$ cat config.mk
export PLATFORM = sky130hd
export DESIGN_NAME = bmhe_engine
export DESIGN_NICKNAME = d
export VERILOG_FILES = /design/src/core/bmhe_pkg.sv /design/src/core/bmhe_engine.sv /design/src/core/bmhe_rop.sv
export SDC_FILE = /design/constraint.sdc
export NUM_CORES = 1
export LEC_CHECK = 0
export BUFFER_PORTS_ARGS = -buffer_cell sky130_fd_sc_hd__buf_2
export CORE_ASPECT_RATIO = 1.25
export CORE_MARGIN = 5
export CORE_UTILIZATION = 45
export DETAILED_ROUTE_END_ITERATION = 12
export PLACE_DENSITY_LB_ADDON = 0.05
export SETUP_SLACK_MARGIN = 0.4
export SLEW_MARGIN = 5
export SYNTH_ARGS = -nofsm -noshare
export SYNTH_HDL_FRONTEND = slang
export SYNTH_SLANG_ARGS = --single-unit
export TNS_END_PERCENT = 30
$ cat constraint.sdc
create_clock -name pclk -period 4 [get_ports pclk]
set_clock_uncertainty 0.15 [all_clocks]
set_input_delay 0.8 -clock pclk [delete_from_list [all_inputs] [get_ports pclk]]
set_output_delay 0.8 -clock pclk [all_outputs]
set_load 0.02 [all_outputs]
$ cat src/core/bmhe_pkg.sv
/*
  Shared constants and carrier types for the mono host-expansion block-transfer engine.
  Assumes an APB register port and a simple write-only frame-buffer pixel port.
*/
package bmhe_pkg;
  localparam logic [7:0] OFF_CONFIG  = 8'h00;
  localparam logic [7:0] OFF_CONTROL = 8'h04;
  localparam logic [7:0] OFF_MONO    = 8'h08;
  localparam logic [7:0] OFF_PITCH   = 8'h0C;
  localparam logic [7:0] OFF_FGCOL   = 8'h10;
  localparam logic [7:0] OFF_SRCADR  = 8'h14;
  localparam logic [7:0] OFF_DSTADR  = 8'h18;
  localparam logic [7:0] OFF_EXTENT  = 8'h1C;
  localparam logic [7:0] OFF_DATA    = 8'h20;
  localparam int CFG_BUSY_BIT   = 0;
  localparam int CFG_DEPTH_LO   = 4;
  localparam int CTL_BUSY_BIT   = 31;
  localparam int CTL_PAT_HI     = 22;
  localparam int CTL_PAT_LO     = 17;
  localparam int CTL_MASKSEL_HI = 16;
  localparam int CTL_MASKSEL_LO = 14;
  localparam int CTL_MONOMASK   = 13;
  localparam int CTL_MONO       = 12;
  localparam int CTL_HOSTSRC    = 10;
  localparam int CTL_START_HI   = 9;
  localparam int CTL_START_LO   = 8;
  localparam int MONO_FGSEL     = 27;
  localparam int FIELD_HI       = 28;
  localparam int FIELD_LO_TOP   = 16;
  localparam int FIELD_LO_HI    = 12;
  localparam int ADDR_HI        = 22;
  localparam logic [7:0] ROP_SRCCOPY = 8'hCC;
  localparam logic [31:0] RESET_WORD = 32'h0000_0000;

  typedef struct packed {
    logic        valid;
    logic [22:0] addr;
    logic [7:0]  data;
  } bmhe_pix_s;
endpackage

$ cat src/core/bmhe_engine.sv
/*
  Block-transfer engine with host-fed monochrome source, APB registers, pixel write port.
  Assumes destination pixels read as zero (no read port) and APB master per AMBA.
*/
// Local design decisions: the placing of the registers and register access over APB.
`timescale 1ns/1ns
module bmhe_engine #(
  parameter int DIM_W = 13
) (
  input  wire logic        pclk,
  input  wire logic        presetn,
  input  wire logic        psel,
  input  wire logic        penable,
  input  wire logic        pwrite,
  input  wire logic [7:0]  paddr,
  input  wire logic [31:0] pwdata,
  output logic      [31:0] prdata,
  output logic             pready,
  output logic             pslverr,
  output bmhe_pkg::bmhe_pix_s pix_out,
  output logic             busy
);
  // Field slices are fixed by the register layout
  if (DIM_W != bmhe_pkg::FIELD_LO_HI + 1) begin : g_dim_check
    $error("DIM_W must match the extent field width");
  end

  typedef enum logic [1:0] {BMHE_IDLE, BMHE_WAIT, BMHE_DRAW} bmhe_state_e;

  logic [7:0]  config_q;
  logic [31:0] control_q;
  logic [31:0] mono_q;
  logic [31:0] pitch_q;
  logic [31:0] fgcol_q;
  logic [31:0] srcadr_q;
  logic [31:0] dstadr_q;
  logic [31:0] extent_q;
  bmhe_state_e state_q;
  logic [7:0]  src_byte_q;
  logic [2:0]  bit_q;
  logic [DIM_W-1:0] col_q;
  logic [DIM_W-1:0] row_q;
  logic [22:0] line_q;
  logic [22:0] addr_q;
  bmhe_pkg::bmhe_pix_s pix_q;

  logic        acc;
  logic        wr;
  logic        addr_ok;
  logic        data_acc;
  logic        start;
  logic        src_bit;
  logic        host_mono;
  logic        mask_mode;
  logic        last_col;
  logic        last_row;
  logic [7:0]  rop_res;
  logic [DIM_W-1:0] width;
  logic [DIM_W-1:0] new_width;
  logic [DIM_W-1:0] height;
  logic [DIM_W-1:0] dpitch;

  assign acc      = psel & penable;
  assign wr       = acc & pwrite;
  assign addr_ok  = (paddr <= bmhe_pkg::OFF_DATA) && (paddr[1:0] == 2'b00);
  assign width    = extent_q[bmhe_pkg::FIELD_LO_HI:0];
  assign new_width = pwdata[bmhe_pkg::FIELD_LO_HI:0];
  assign height   = extent_q[bmhe_pkg::FIELD_HI:bmhe_pkg::FIELD_LO_TOP];
  // Destination pitch only; source pitch bits unused for mono source
  assign dpitch   = pitch_q[bmhe_pkg::FIELD_HI:bmhe_pkg::FIELD_LO_TOP];
  // Host data port accepted only while waiting for a source byte
  assign data_acc = wr && (paddr == bmhe_pkg::OFF_DATA) && (state_q == BMHE_WAIT);
  assign start    = wr && (paddr == bmhe_pkg::OFF_EXTENT) && !busy &&
                    (pwdata[bmhe_pkg::FIELD_HI:bmhe_pkg::FIELD_LO_TOP] != '0);
  assign host_mono = control_q[bmhe_pkg::CTL_MONO] & control_q[bmhe_pkg::CTL_HOSTSRC];
  assign mask_mode = control_q[bmhe_pkg::CTL_MONOMASK] &&
                     (control_q[bmhe_pkg::CTL_MASKSEL_HI:bmhe_pkg::CTL_MASKSEL_LO] == 3'b000);
  // Left-most pixel in the byte's high bit, first byte is top-left
  assign src_bit  = host_mono ? src_byte_q[3'd7 - bit_q] : 1'b1;
  assign last_col = (col_q == width - 1'b1);
  assign last_row = (row_q == height - 1'b1);
  assign busy     = (state_q != BMHE_IDLE);

  // Pattern operand tied off: no pattern fetch, pattern field unused
  bmhe_rop u_rop (
    .rop (control_q[7:0]),
    .pat (8'h00),
    .src (src_bit ? fgcol_q[7:0] : 8'h00),
    .dst (8'h00),
    .res (rop_res)
  );

  assign pready  = 1'b1;
  assign pslverr = acc & ~addr_ok;

  always_comb begin
    prdata = '0;
    if (psel && !pwrite) begin
      unique case (paddr)
        bmhe_pkg::OFF_CONFIG:  prdata = {24'h000000, config_q[7:1], busy};
        bmhe_pkg::OFF_CONTROL: prdata = {busy, control_q[30:0]};
        bmhe_pkg::OFF_MONO:    prdata = mono_q;
        bmhe_pkg::OFF_PITCH:   prdata = pitch_q;
        bmhe_pkg::OFF_FGCOL:   prdata = fgcol_q;
        bmhe_pkg::OFF_SRCADR:  prdata = srcadr_q;
        bmhe_pkg::OFF_DSTADR:  prdata = dstadr_q;
        bmhe_pkg::OFF_EXTENT:  prdata = extent_q;
        default:               prdata = '0;
      endcase
    end
  end

  // Register writes; config 00h gives 8bpp normal mode
  always_ff @(posedge pclk or negedge presetn) begin
    if (!presetn) begin
      config_q  <= 8'h00;
      control_q <= bmhe_pkg::RESET_WORD;
      mono_q    <= bmhe_pkg::RESET_WORD;
      pitch_q   <= bmhe_pkg::RESET_WORD;
      fgcol_q   <= bmhe_pkg::RESET_WORD;
      srcadr_q  <= bmhe_pkg::RESET_WORD;
      dstadr_q  <= bmhe_pkg::RESET_WORD;
      extent_q  <= bmhe_pkg::RESET_WORD;
    end else if (wr && !busy) begin
      unique case (paddr)
        bmhe_pkg::OFF_CONFIG:  config_q  <= {pwdata[7:1], 1'b0};
        bmhe_pkg::OFF_CONTROL: control_q <= {1'b0, pwdata[30:0]};
        // Alignment and clip fields stored; zero clip means whole source used
        bmhe_pkg::OFF_MONO:    mono_q    <= pwdata;
        bmhe_pkg::OFF_PITCH:   pitch_q   <= pwdata;
        bmhe_pkg::OFF_FGCOL:   fgcol_q   <= pwdata;
        bmhe_pkg::OFF_SRCADR:  srcadr_q  <= pwdata;
        bmhe_pkg::OFF_DSTADR:  dstadr_q  <= pwdata;
        bmhe_pkg::OFF_EXTENT:  extent_q  <= pwdata;
        default: ;
      endcase
    end
  end

  // Sequencer: in host mono mode wait for a host byte, then draw up to eight pixels from it; each row starts a new byte
  always_ff @(posedge pclk or negedge presetn) begin
    if (!presetn) begin
      state_q    <= BMHE_IDLE;
      src_byte_q <= 8'h00;
      bit_q      <= 3'd0;
      col_q      <= '0;
      row_q      <= '0;
      line_q     <= '0;
      addr_q     <= '0;
    end else begin
      unique case (state_q)
        BMHE_IDLE: begin
          if (start) begin
            state_q <= (new_width == '0) ? BMHE_IDLE : (host_mono ? BMHE_WAIT : BMHE_DRAW);
            line_q  <= dstadr_q[bmhe_pkg::ADDR_HI:0];
            addr_q  <= dstadr_q[bmhe_pkg::ADDR_HI:0];
            col_q   <= '0;
            row_q   <= '0;
            bit_q   <= 3'd0;
          end
        end
        BMHE_WAIT: begin
          if (data_acc) begin
            src_byte_q <= pwdata[7:0];
            state_q    <= BMHE_DRAW;
          end
        end
        BMHE_DRAW: begin
          bit_q  <= bit_q + 3'd1;
          addr_q <= addr_q + 23'd1;
          col_q  <= col_q + 1'b1;
          if (last_col) begin
            col_q  <= '0;
            bit_q  <= 3'd0;
            row_q  <= row_q + 1'b1;
            line_q <= line_q + {10'd0, dpitch};
            addr_q <= line_q + {10'd0, dpitch};
            if (last_row) state_q <= BMHE_IDLE;
            else if (host_mono) state_q <= BMHE_WAIT;
          end else if (host_mono && bit_q == 3'd7) begin
            state_q <= BMHE_WAIT;
          end
        end
        default: state_q <= BMHE_IDLE;
      endcase
    end
  end

  // Pixel writes; masked background pixels are not written
  always_ff @(posedge pclk or negedge presetn) begin
    if (!presetn) begin
      pix_q <= '0;
    end else begin
      pix_q.valid <= (state_q == BMHE_DRAW) && !(mask_mode && !src_bit);
      pix_q.addr  <= addr_q;
      pix_q.data  <= rop_res;
    end
  end
  assign pix_out = pix_q;

  // Checks on busy, geometry, pixel port and host data
  a_busy_mirror: assert property (@(posedge pclk) disable iff (!presetn)
    (psel && !pwrite && paddr == bmhe_pkg::OFF_CONFIG)
    |-> prdata[bmhe_pkg::CFG_BUSY_BIT] == (state_q != BMHE_IDLE))
    else $error("Config busy bit wrong");

  a_ctl_busy: assert property (@(posedge pclk) disable iff (!presetn)
    (psel && !pwrite && paddr == bmhe_pkg::OFF_CONTROL)
    |-> prdata[bmhe_pkg::CTL_BUSY_BIT] == (state_q != BMHE_IDLE))
    else $error("Control busy bit wrong");

  a_busy_hold: assert property (@(posedge pclk) disable iff (!presetn)
    (wr && busy && paddr == bmhe_pkg::OFF_FGCOL)
    |=> fgcol_q == $past(fgcol_q))
    else $error("Register changed while busy");

  a_start_busy: assert property (@(posedge pclk) disable iff (!presetn)
    (start && new_width != '0)
    |=> busy)
    else $error("Start did not raise busy");

  a_zero_height: assert property (@(posedge pclk) disable iff (!presetn)
    (wr && !busy && paddr == bmhe_pkg::OFF_EXTENT &&
     pwdata[bmhe_pkg::FIELD_HI:bmhe_pkg::FIELD_LO_TOP] == '0)
    |=> !busy)
    else $error("Zero height started");

  a_busy_cause: assert property (@(posedge pclk) disable iff (!presetn)
    $rose(busy)
    |-> $past(start))
    else $error("Busy rose without start");

  a_first_addr: assert property (@(posedge pclk) disable iff (!presetn)
    start
    |=> addr_q == $past(dstadr_q[bmhe_pkg::ADDR_HI:0]))
    else $error("First address wrong");

  a_first_line: assert property (@(posedge pclk) disable iff (!presetn)
    start
    |=> line_q == $past(dstadr_q[bmhe_pkg::ADDR_HI:0]) && col_q == '0 && row_q == '0)
    else $error("Start position wrong");

  a_col_step: assert property (@(posedge pclk) disable iff (!presetn)
    (state_q == BMHE_DRAW && !last_col)
    |=> addr_q == $past(addr_q) + 23'd1 && col_q == $past(col_q) + 1'b1)
    else $error("Column step wrong");

  a_pitch_step: assert property (@(posedge pclk) disable iff (!presetn)
    (state_q == BMHE_DRAW && last_col && !last_row)
    |=> line_q == $past(line_q) + {10'd0, $past(dpitch)})
    else $error("Pitch step wrong");

  a_row_start: assert property (@(posedge pclk) disable iff (!presetn)
    (state_q == BMHE_DRAW && last_col && !last_row)
    |=> addr_q == line_q && col_q == '0 && row_q == $past(row_q) + 1'b1)
    else $error("Row start wrong");

  a_idle_end: assert property (@(posedge pclk) disable iff (!presetn)
    (state_q == BMHE_DRAW && last_col && last_row)
    |=> !busy)
    else $error("Busy after last pixel");

  a_busy_draws: assert property (@(posedge pclk) disable iff (!presetn)
    (state_q == BMHE_DRAW && !(last_col && last_row))
    |=> busy)
    else $error("Busy dropped early");

  a_pix_addr: assert property (@(posedge pclk) disable iff (!presetn)
    (state_q == BMHE_DRAW)
    |=> pix_out.addr == $past(addr_q))
    else $error("Pixel address wrong");

  a_no_pix_idle: assert property (@(posedge pclk) disable iff (!presetn)
    (state_q != BMHE_DRAW)
    |=> !pix_out.valid)
    else $error("Pixel written outside draw");

  a_mask_skip: assert property (@(posedge pclk) disable iff (!presetn)
    (state_q == BMHE_DRAW && mask_mode && !src_bit)
    |=> !pix_out.valid)
    else $error("Masked pixel written");

  a_mask_write: assert property (@(posedge pclk) disable iff (!presetn)
    (state_q == BMHE_DRAW && mask_mode && src_bit)
    |=> pix_out.valid)
    else $error("Foreground pixel dropped");

  a_copy_fg: assert property (@(posedge pclk) disable iff (!presetn)
    (state_q == BMHE_DRAW && control_q[7:0] == bmhe_pkg::ROP_SRCCOPY && src_bit)
    |=> pix_out.data == $past(fgcol_q[7:0]))
    else $error("Copy colour wrong");

  a_solid_fill: assert property (@(posedge pclk) disable iff (!presetn)
    (state_q == BMHE_DRAW && !host_mono)
    |=> pix_out.valid)
    else $error("Solid pixel skipped");

  a_wait_byte: assert property (@(posedge pclk) disable iff (!presetn)
    (state_q == BMHE_WAIT && !data_acc)
    |=> state_q == BMHE_WAIT)
    else $error("Drew without host byte");

  a_wait_host: assert property (@(posedge pclk) disable iff (!presetn)
    (state_q == BMHE_WAIT)
    |-> host_mono)
    else $error("Waiting without host source");

  a_take_byte: assert property (@(posedge pclk) disable iff (!presetn)
    data_acc
    |=> state_q == BMHE_DRAW && src_byte_q == $past(pwdata[7:0]))
    else $error("Host byte not taken");

  a_first_bit: assert property (@(posedge pclk) disable iff (!presetn)
    data_acc
    |=> src_bit == $past(pwdata[7]))
    else $error("First pixel not left-most bit");

  a_row_refill: assert property (@(posedge pclk) disable iff (!presetn)
    (state_q == BMHE_DRAW && host_mono && last_col && !last_row)
    |=> state_q == BMHE_WAIT && bit_q == 3'd0)
    else $error("Row did not start a new byte");
endmodule // bmhe_engine

$ cat src/core/bmhe_rop.sv
/*
  Bit-wise three-operand raster operation on one 8-bit pixel.
  Assumes purely combinational use by the engine.
*/
`timescale 1ns/1ns
module bmhe_rop (
  input  wire logic [7:0] rop,
  input  wire logic [7:0] pat,
  input  wire logic [7:0] src,
  input  wire logic [7:0] dst,
  output logic      [7:0] res
);
  genvar i;
  generate
    for (i = 0; i < 8; i++) begin : g_bit
      // Operand bits index the code: pattern high, source, destination low
      assign res[i] = rop[{pat[i], src[i], dst[i]}];
    end
  endgenerate
endmodule // bmhe_rop

======== After elaboration in Yosys (flattened, before gate mapping) ========
Index checks and enable logic that the tools add are counted.
cells by class
  magnitude comparators ................... 10
  add/sub/neg operators ................... 8
  reductions and logical operators ........ 36
  bitwise operators ....................... 5
  equality and inequality tests ........... 18
  mux-type cells .......................... 44
operators with widths
  kind                                                                              count
  32-bit case mux with 8 select lines                                               1
  23-bit case mux with 2 select lines                                               2
  23-bit 2-to-1 mux                                                                 3
  13-bit case mux with 2 select lines                                               2
  13-bit 2-to-1 mux                                                                 3
  8-bit by 5-bit == test with 1-bit output, second input constant                   4
  2-bit by 4-bit less-than comparator with 1-bit output, second input constant      8
  32-bit 2-to-1 mux                                                                 1
  13-bit by 1-bit adder with 13-bit output, second input constant                   2
  13-bit == test                                                                    2
  13-bit by 1-bit subtractor with 13-bit output, second input constant              2
  23-bit by 1-bit adder with 23-bit output, second input constant                   1
  23-bit by 13-bit adder with 23-bit output                                         1
  2-bit AND reduction                                                               10
  1-bit 2-to-1 mux                                                                  18
  8-bit by 4-bit == test with 1-bit output, second input constant                   2
  2-bit 2-to-1 mux                                                                  8
  13-bit zero test                                                                  1
  13-bit nonzero test                                                               1
  1-bit logical AND                                                                 12
  8-bit by 3-bit == test with 1-bit output, second input constant                   1
  8-bit by 6-bit == test with 1-bit output, second input constant                   1
  8-bit by 6-bit less-or-equal comparator with 1-bit output, second input constant  1
  8-bit zero test                                                                   1
  22 further kinds                                                                  33
storage, ports and cells
  register bits ........................... 347
  output and inout bits ................... 67

======== Logic depth before layout (Yosys ltp) ========
  word-level depth ........................ 8
  mapped depth ............................ 12
  gate-level depth less buffers ........... 10

======== By module ========
A second synthesis with hierarchy kept.
second synthesis, totals
  cells, all modules ...................... 1,503
  area, all modules ....................... 17,526.8 um2
modules (own cells, without submodules)
  module       area an instance (um2)  cells each  instances
  bmhe_engine  17,016.3                1,479       1
  bmhe_rop     510.5                   24          1

======== Worst setup path before layout ========
No wires, ideal clock.
  path kind ............................... input to output
  from .................................... in paddr[1]
  to ...................................... out prdata[23]
  path slack .............................. 0.358 ns
  required time ........................... 3.050 ns
  path buffers ............................ 2
  data arrival time ....................... 2.692 ns
  stages on the path ...................... 6
  path through ............................ or4_1 nor2_1 clkbuf_1 buf_1 a222oi_1 a31oi_1
on the way
  longest elaborated chain between the ends .. 3
  elaborated cells between the ends (all ways) .. 10
ends and longest elaborated chain
  item                                                                    line               source
  from (decl)                                                             bmhe_engine.sv:15  input wire logic [7:0] paddr,
  8-bit by 5-bit == test with 1-bit output, or another cell as far along  bmhe_engine.sv:99  unique case (paddr)
  32-bit case mux with 8 select lines (*)                                 bmhe_engine.sv:99
  32-bit 2-to-1 mux (*)                                                   bmhe_engine.sv:98  if (psel && !pwrite) begin
  to (decl)                                                               bmhe_engine.sv:17  output logic [31:0] prdata,
Every way passes the cells marked *; elsewhere a longest branch is shown, timed or not.

======== Worst setup path in the final report ========
  from .................................... in paddr[1]
  to ...................................... out prdata[19]
Same word-level chain as after synthesis.

==> results.txt <==
Sorting the synthesized cells by area gives the leading types as sky130_fd_sc_hd__dfrtp_1, sky130_fd_sc_hd__mux2_2, sky130_fd_sc_hd__a22oi_1, sky130_fd_sc_hd__nand2_1, sky130_fd_sc_hd__o21ai_0. The die is 184.4 µm wide. The number of max-cap violations is 0. The top fanout value on the critical path came out at 19.

The post-synthesis cell area came out at 0.01711 mm². The type of the worst min-delay path is in2async. The highest clock frequency the design can meet came out at 283.5 MHz.

Counting the buffers created by CTS gives 38. The fraction of registers with async set or reset after synthesis is 100.0%. The leakage power of the design is 0.009225 µW. The hold violation total from the final report came out at 0. The quantity of hold-fixing buffers added after cts came out at 0. The maximum number of pins on one net before global-route repair is 85. Dividing the detail-routed wire length by the instance count gives 23.17 µm.

The count of unresolved DRC violations after routing came out at 0. The first element of the critical path is paddr[1]. After the first detailed-routing iteration, the DRC count stood at 835. STA classifies the critical path startpoint as an input pin. CTS placed an instance of sky130_fd_sc_hd__clkbuf_16 at the clock tree root. The portion of the post-synthesis area used by sequential elements came out at 50.75%. CTS saw 347 sinks. The first global-routing pass estimated 77,780 µm of wire. The number of buffer and inverter stages on the critical path is 3. The critical path data arrival time is 2.58 ns.

Traced cell by cell, the critical path runs through buf_2, or4_1, nor2_2, buf_4, a222oi_1, a31oi_1, buf_2. The maximum vdd ir drop came out at 0.2675 mV. Counting every net in the synthesized netlist gives 1,583. The average cell area after synthesis is 11.28 µm². Headroom to the max-slew limit came out at 49.12%. The number of core rows is 79. Relative to the synthesized area, the layout overhead comes to 15.36%. For the worst setup path, the data required time is 3.05 ns. The number of antenna diodes in the final layout is 0. The cell area power density is 398.5 mW/mm². The die boundary height is 228.0 µm. The via count of the first global-routing pass is 13,019. The share of the cycle needed by the critical path after routing is 88.18%. The utilization after layout is 52.69%. The internal reg-to-reg setup slack came out at 0.52 ns.

The total via count after detailed routing is 12,828. The starting utilization of the core area came out at 45.68%. The HPWL after detailed placement is 33,760 µm.

Setup repair after global routing could not meet its margin everywhere. STA classifies the critical path endpoint as an output port. The final setup slack of the worst path is 0.4729 ns. The clock slew seen by the registers of the worst setup and hold paths is 0.06 ns. The design draws 7866 µW. The family with the most delay on the worst path is simple AND/OR/NAND/NOR gates. The run finished with clean final reports. The clock passes through at most 3 buffers.

The number of distinct library cells after synthesis is 74. The remaining antenna violation count came out at 0. TritonCTS built the clock tree.

The overall routed net length came out at 49,330 µm. The number of levels in the clock H-tree is 2. The most frequent cell on the critical path is sky130_fd_sc_hd__buf_2. For this design the top-level I/O count stands at 112. In this run the critical register-to-register path is launched from extent_q[0].

The via density per instance came out at 6.025. The count of buffers added on input and output ports is 110. The share of layout cells above drive strength 1 is 30.31%. The worst slack after detailed placement is 0.3872 ns. Routability-driven placement finished with a final weighted congestion of 0.8286. The total grt overflow came out at 0.

The number of cells on the worst reg-to-reg path is 12. The core outline area is 0.03746 mm². The number of flops mapped to enable cells by yosys is 0. For this run, the post-layout net count is 1,683. The worst setup path is of the in2out kind.

During synthesis, Yosys emitted a total of 0 warnings. The cell with the largest stage delay on the worst path is sky130_fd_sc_hd__or4_1. The number of pins exceeding their max-slew limit in the final report is 0. For this run, the leading register cell type out of synthesis is sky130_fd_sc_hd__dfrtp_1. The maximum single-stage delay on the critical path is 0.59 ns. The initial antenna violation count was 2. Across every metal layer, demand over resource in global routing totals 23.38%.

The area fraction of the dominant cell type after synthesis came out at 50.75%. The number of iterations in the first detailed-routing pass is 8. After technology mapping, the gate count stands at 1,517.

The clock reaches the later pin of the worst-skew pair after 0.54 ns. Of all cell types, the one taking the most synthesized area is sky130_fd_sc_hd__dfrtp_1. The die covers 0.04205 mm². The post-layout minimum cycle time is 3.527 ns.

The worst reg2reg path endpoint is row_q[12]. The slew of the pin with the lowest slew margin is 0.7608 ns. The final setup violation count came out at 0. In the final timing run, aggregate negative setup slack is 0 ns. The register bit total from synthesis came out at 347.
-- metrics by stage --
step                hold slack, ns  instance area, µm²  std cells
finish                     0.04652               19740       2129
global route               0.06621               19740       2129
CTS                        0.04311               19710       2128
detailed placement          0.2592               18450       2062
global placement            0.2689               18450       2062
floorplan                   0.2244               17150       1517
-- layout by cell type, fill, tap and decap left out, drive strengths merged, types with 4 or more instances in the layout --
cell,instances
a211oi,5
nand3,28
nand3b,6
nor3,15
dfrtp,347
o22ai,12
nand2b,11
a31oi,50
a22oi,68
or3,8
or2,4
xor2,34
o21a,5
and4,5
o21ai,73
a222oi,24
a211o,4
xnor2,30
a21o,6
a22o,11
ha,20
o211ai,5
inv,20
nand2,110
nor2,81
mux2i,14
a221oi,11
and3,17
nand4,12
or4,11
mux2,249
nor4,18
o31ai,5
clkinv,7
clkbuf,54
a21oi,54
buf,159
-- worst reg2reg max path, cell delays in order, from the launching register on --
cell and delay [ns]:
sky130_fd_sc_hd__dfrtp_1 0.37, sky130_fd_sc_hd__inv_1 0.07, sky130_fd_sc_hd__ha_1 0.25, sky130_fd_sc_hd__nor3b_4 0.30, sky130_fd_sc_hd__nand2_1 0.08, sky130_fd_sc_hd__o31a_1 0.27
sky130_fd_sc_hd__or4_4 0.53, sky130_fd_sc_hd__nor4_4 0.28, sky130_fd_sc_hd__buf_4 0.19, sky130_fd_sc_hd__nand4_1 0.19, sky130_fd_sc_hd__nor4_1 0.38, sky130_fd_sc_hd__buf_4 0.19
sky130_fd_sc_hd__mux2i_1 0.16
-- repair_timing --
action / in CTS / in global routing
pin swaps: 1 / 1
resized for setup: 0 / 4
setup endpoints to repair: 3 / 33
setup buffers: 0 / 1
endpoints found under the hold margin: 0 / 0
-- power breakdown --
part	total (µW)	internal (µW)	switching, µW
logic	557	207	351
clock network	3550	2080	1470
registers	3760	3630	126
total	7870	5910	1950
-- worst max-delay path by stage --
stage	end	slack, ns	cells after the start
detailed placement	addr_q[13]	0.39	10
floorplan	prdata[29]	0.36	6
finish	prdata[19]	0.47	7
global route	row_q[12]	0.37	12
global placement	row_q[12]	0.40	11
CTS	prdata[9]	0.40	8
-- logic make-up (layout without fill, tap and decap cells) --
kind of cell    after synthesis  count (layout)  synth area share (%)
compound gates              361             361                 14.38
buf+inv                     118             244                 2.662
xor+xnor                     64              64                 3.276
mux                         265             265                 17.47
fa+ha+maj                    22              22                 1.638
other cells                   1               1               0.02192
simple gates                339             339                 9.806
flops                       347             347                 50.75
-- synthesized netlist by cell type (all sizes together) (3+ instances only) --
cell and number:
a211o 4, a211oi 5, a21o 6, a21oi 54, a221oi 11, a222oi 24, a22o 11, a22oi 68
a2bb2oi 3, a31oi 50, and3 17, and4 5, buf 34, clkbuf 65, dfrtp 347, ha 20
inv 19, mux2 249, mux2i 14, nand2 110, nand2b 11, nand3 28, nand3b 6, nand4 12
nor2 81, nor2b 3, nor3 15, nor4 18, o2111ai 3, o211a 3, o211ai 5, o21a 5
o21ai 73, o22ai 12, o31a 3, o31ai 5, or2 4, or3 8, or4 11, xnor2 30
xor2 34
-- area by class of cell --
cell class / instances / area, µm²
Timing Repair Buffer: 159 / 1057
Fill cell: 3371 / 17720
Multi-Input combinational cell: 1052 / 8061
Inverter: 19 / 71.32
Tap cell: 486 / 608.1
Clock buffer: 54 / 1112
Clock inverter: 12 / 145.1
Sequential cell: 347 / 8683
-- state kept, by name, summed over array words and instances, names as in the netlist --
name / flops
src_byte_q: 8
mono_q: 32
row_q: 13
pix_out: 32
extent_q: 32
state_q: 2
addr_q: 23
config_q: 7
bit_q: 3
col_q: 13
control_q: 31
line_q: 23
pitch_q: 32
srcadr_q: 32
fgcol_q: 32
dstadr_q: 32
-- layer usage --
| layer | GRT usage, % | part of all wire, % |
|---|---|---|
| met2 | 37.65 | 47 |
| met5 | 0 | 0.041 |
| met3 | 4.171 | 5.1 |
| met1 | 33.20 | 46 |
| met4 | 5.201 | 1.9 |
Note: power is estimated with default switching activity, not from simulation.
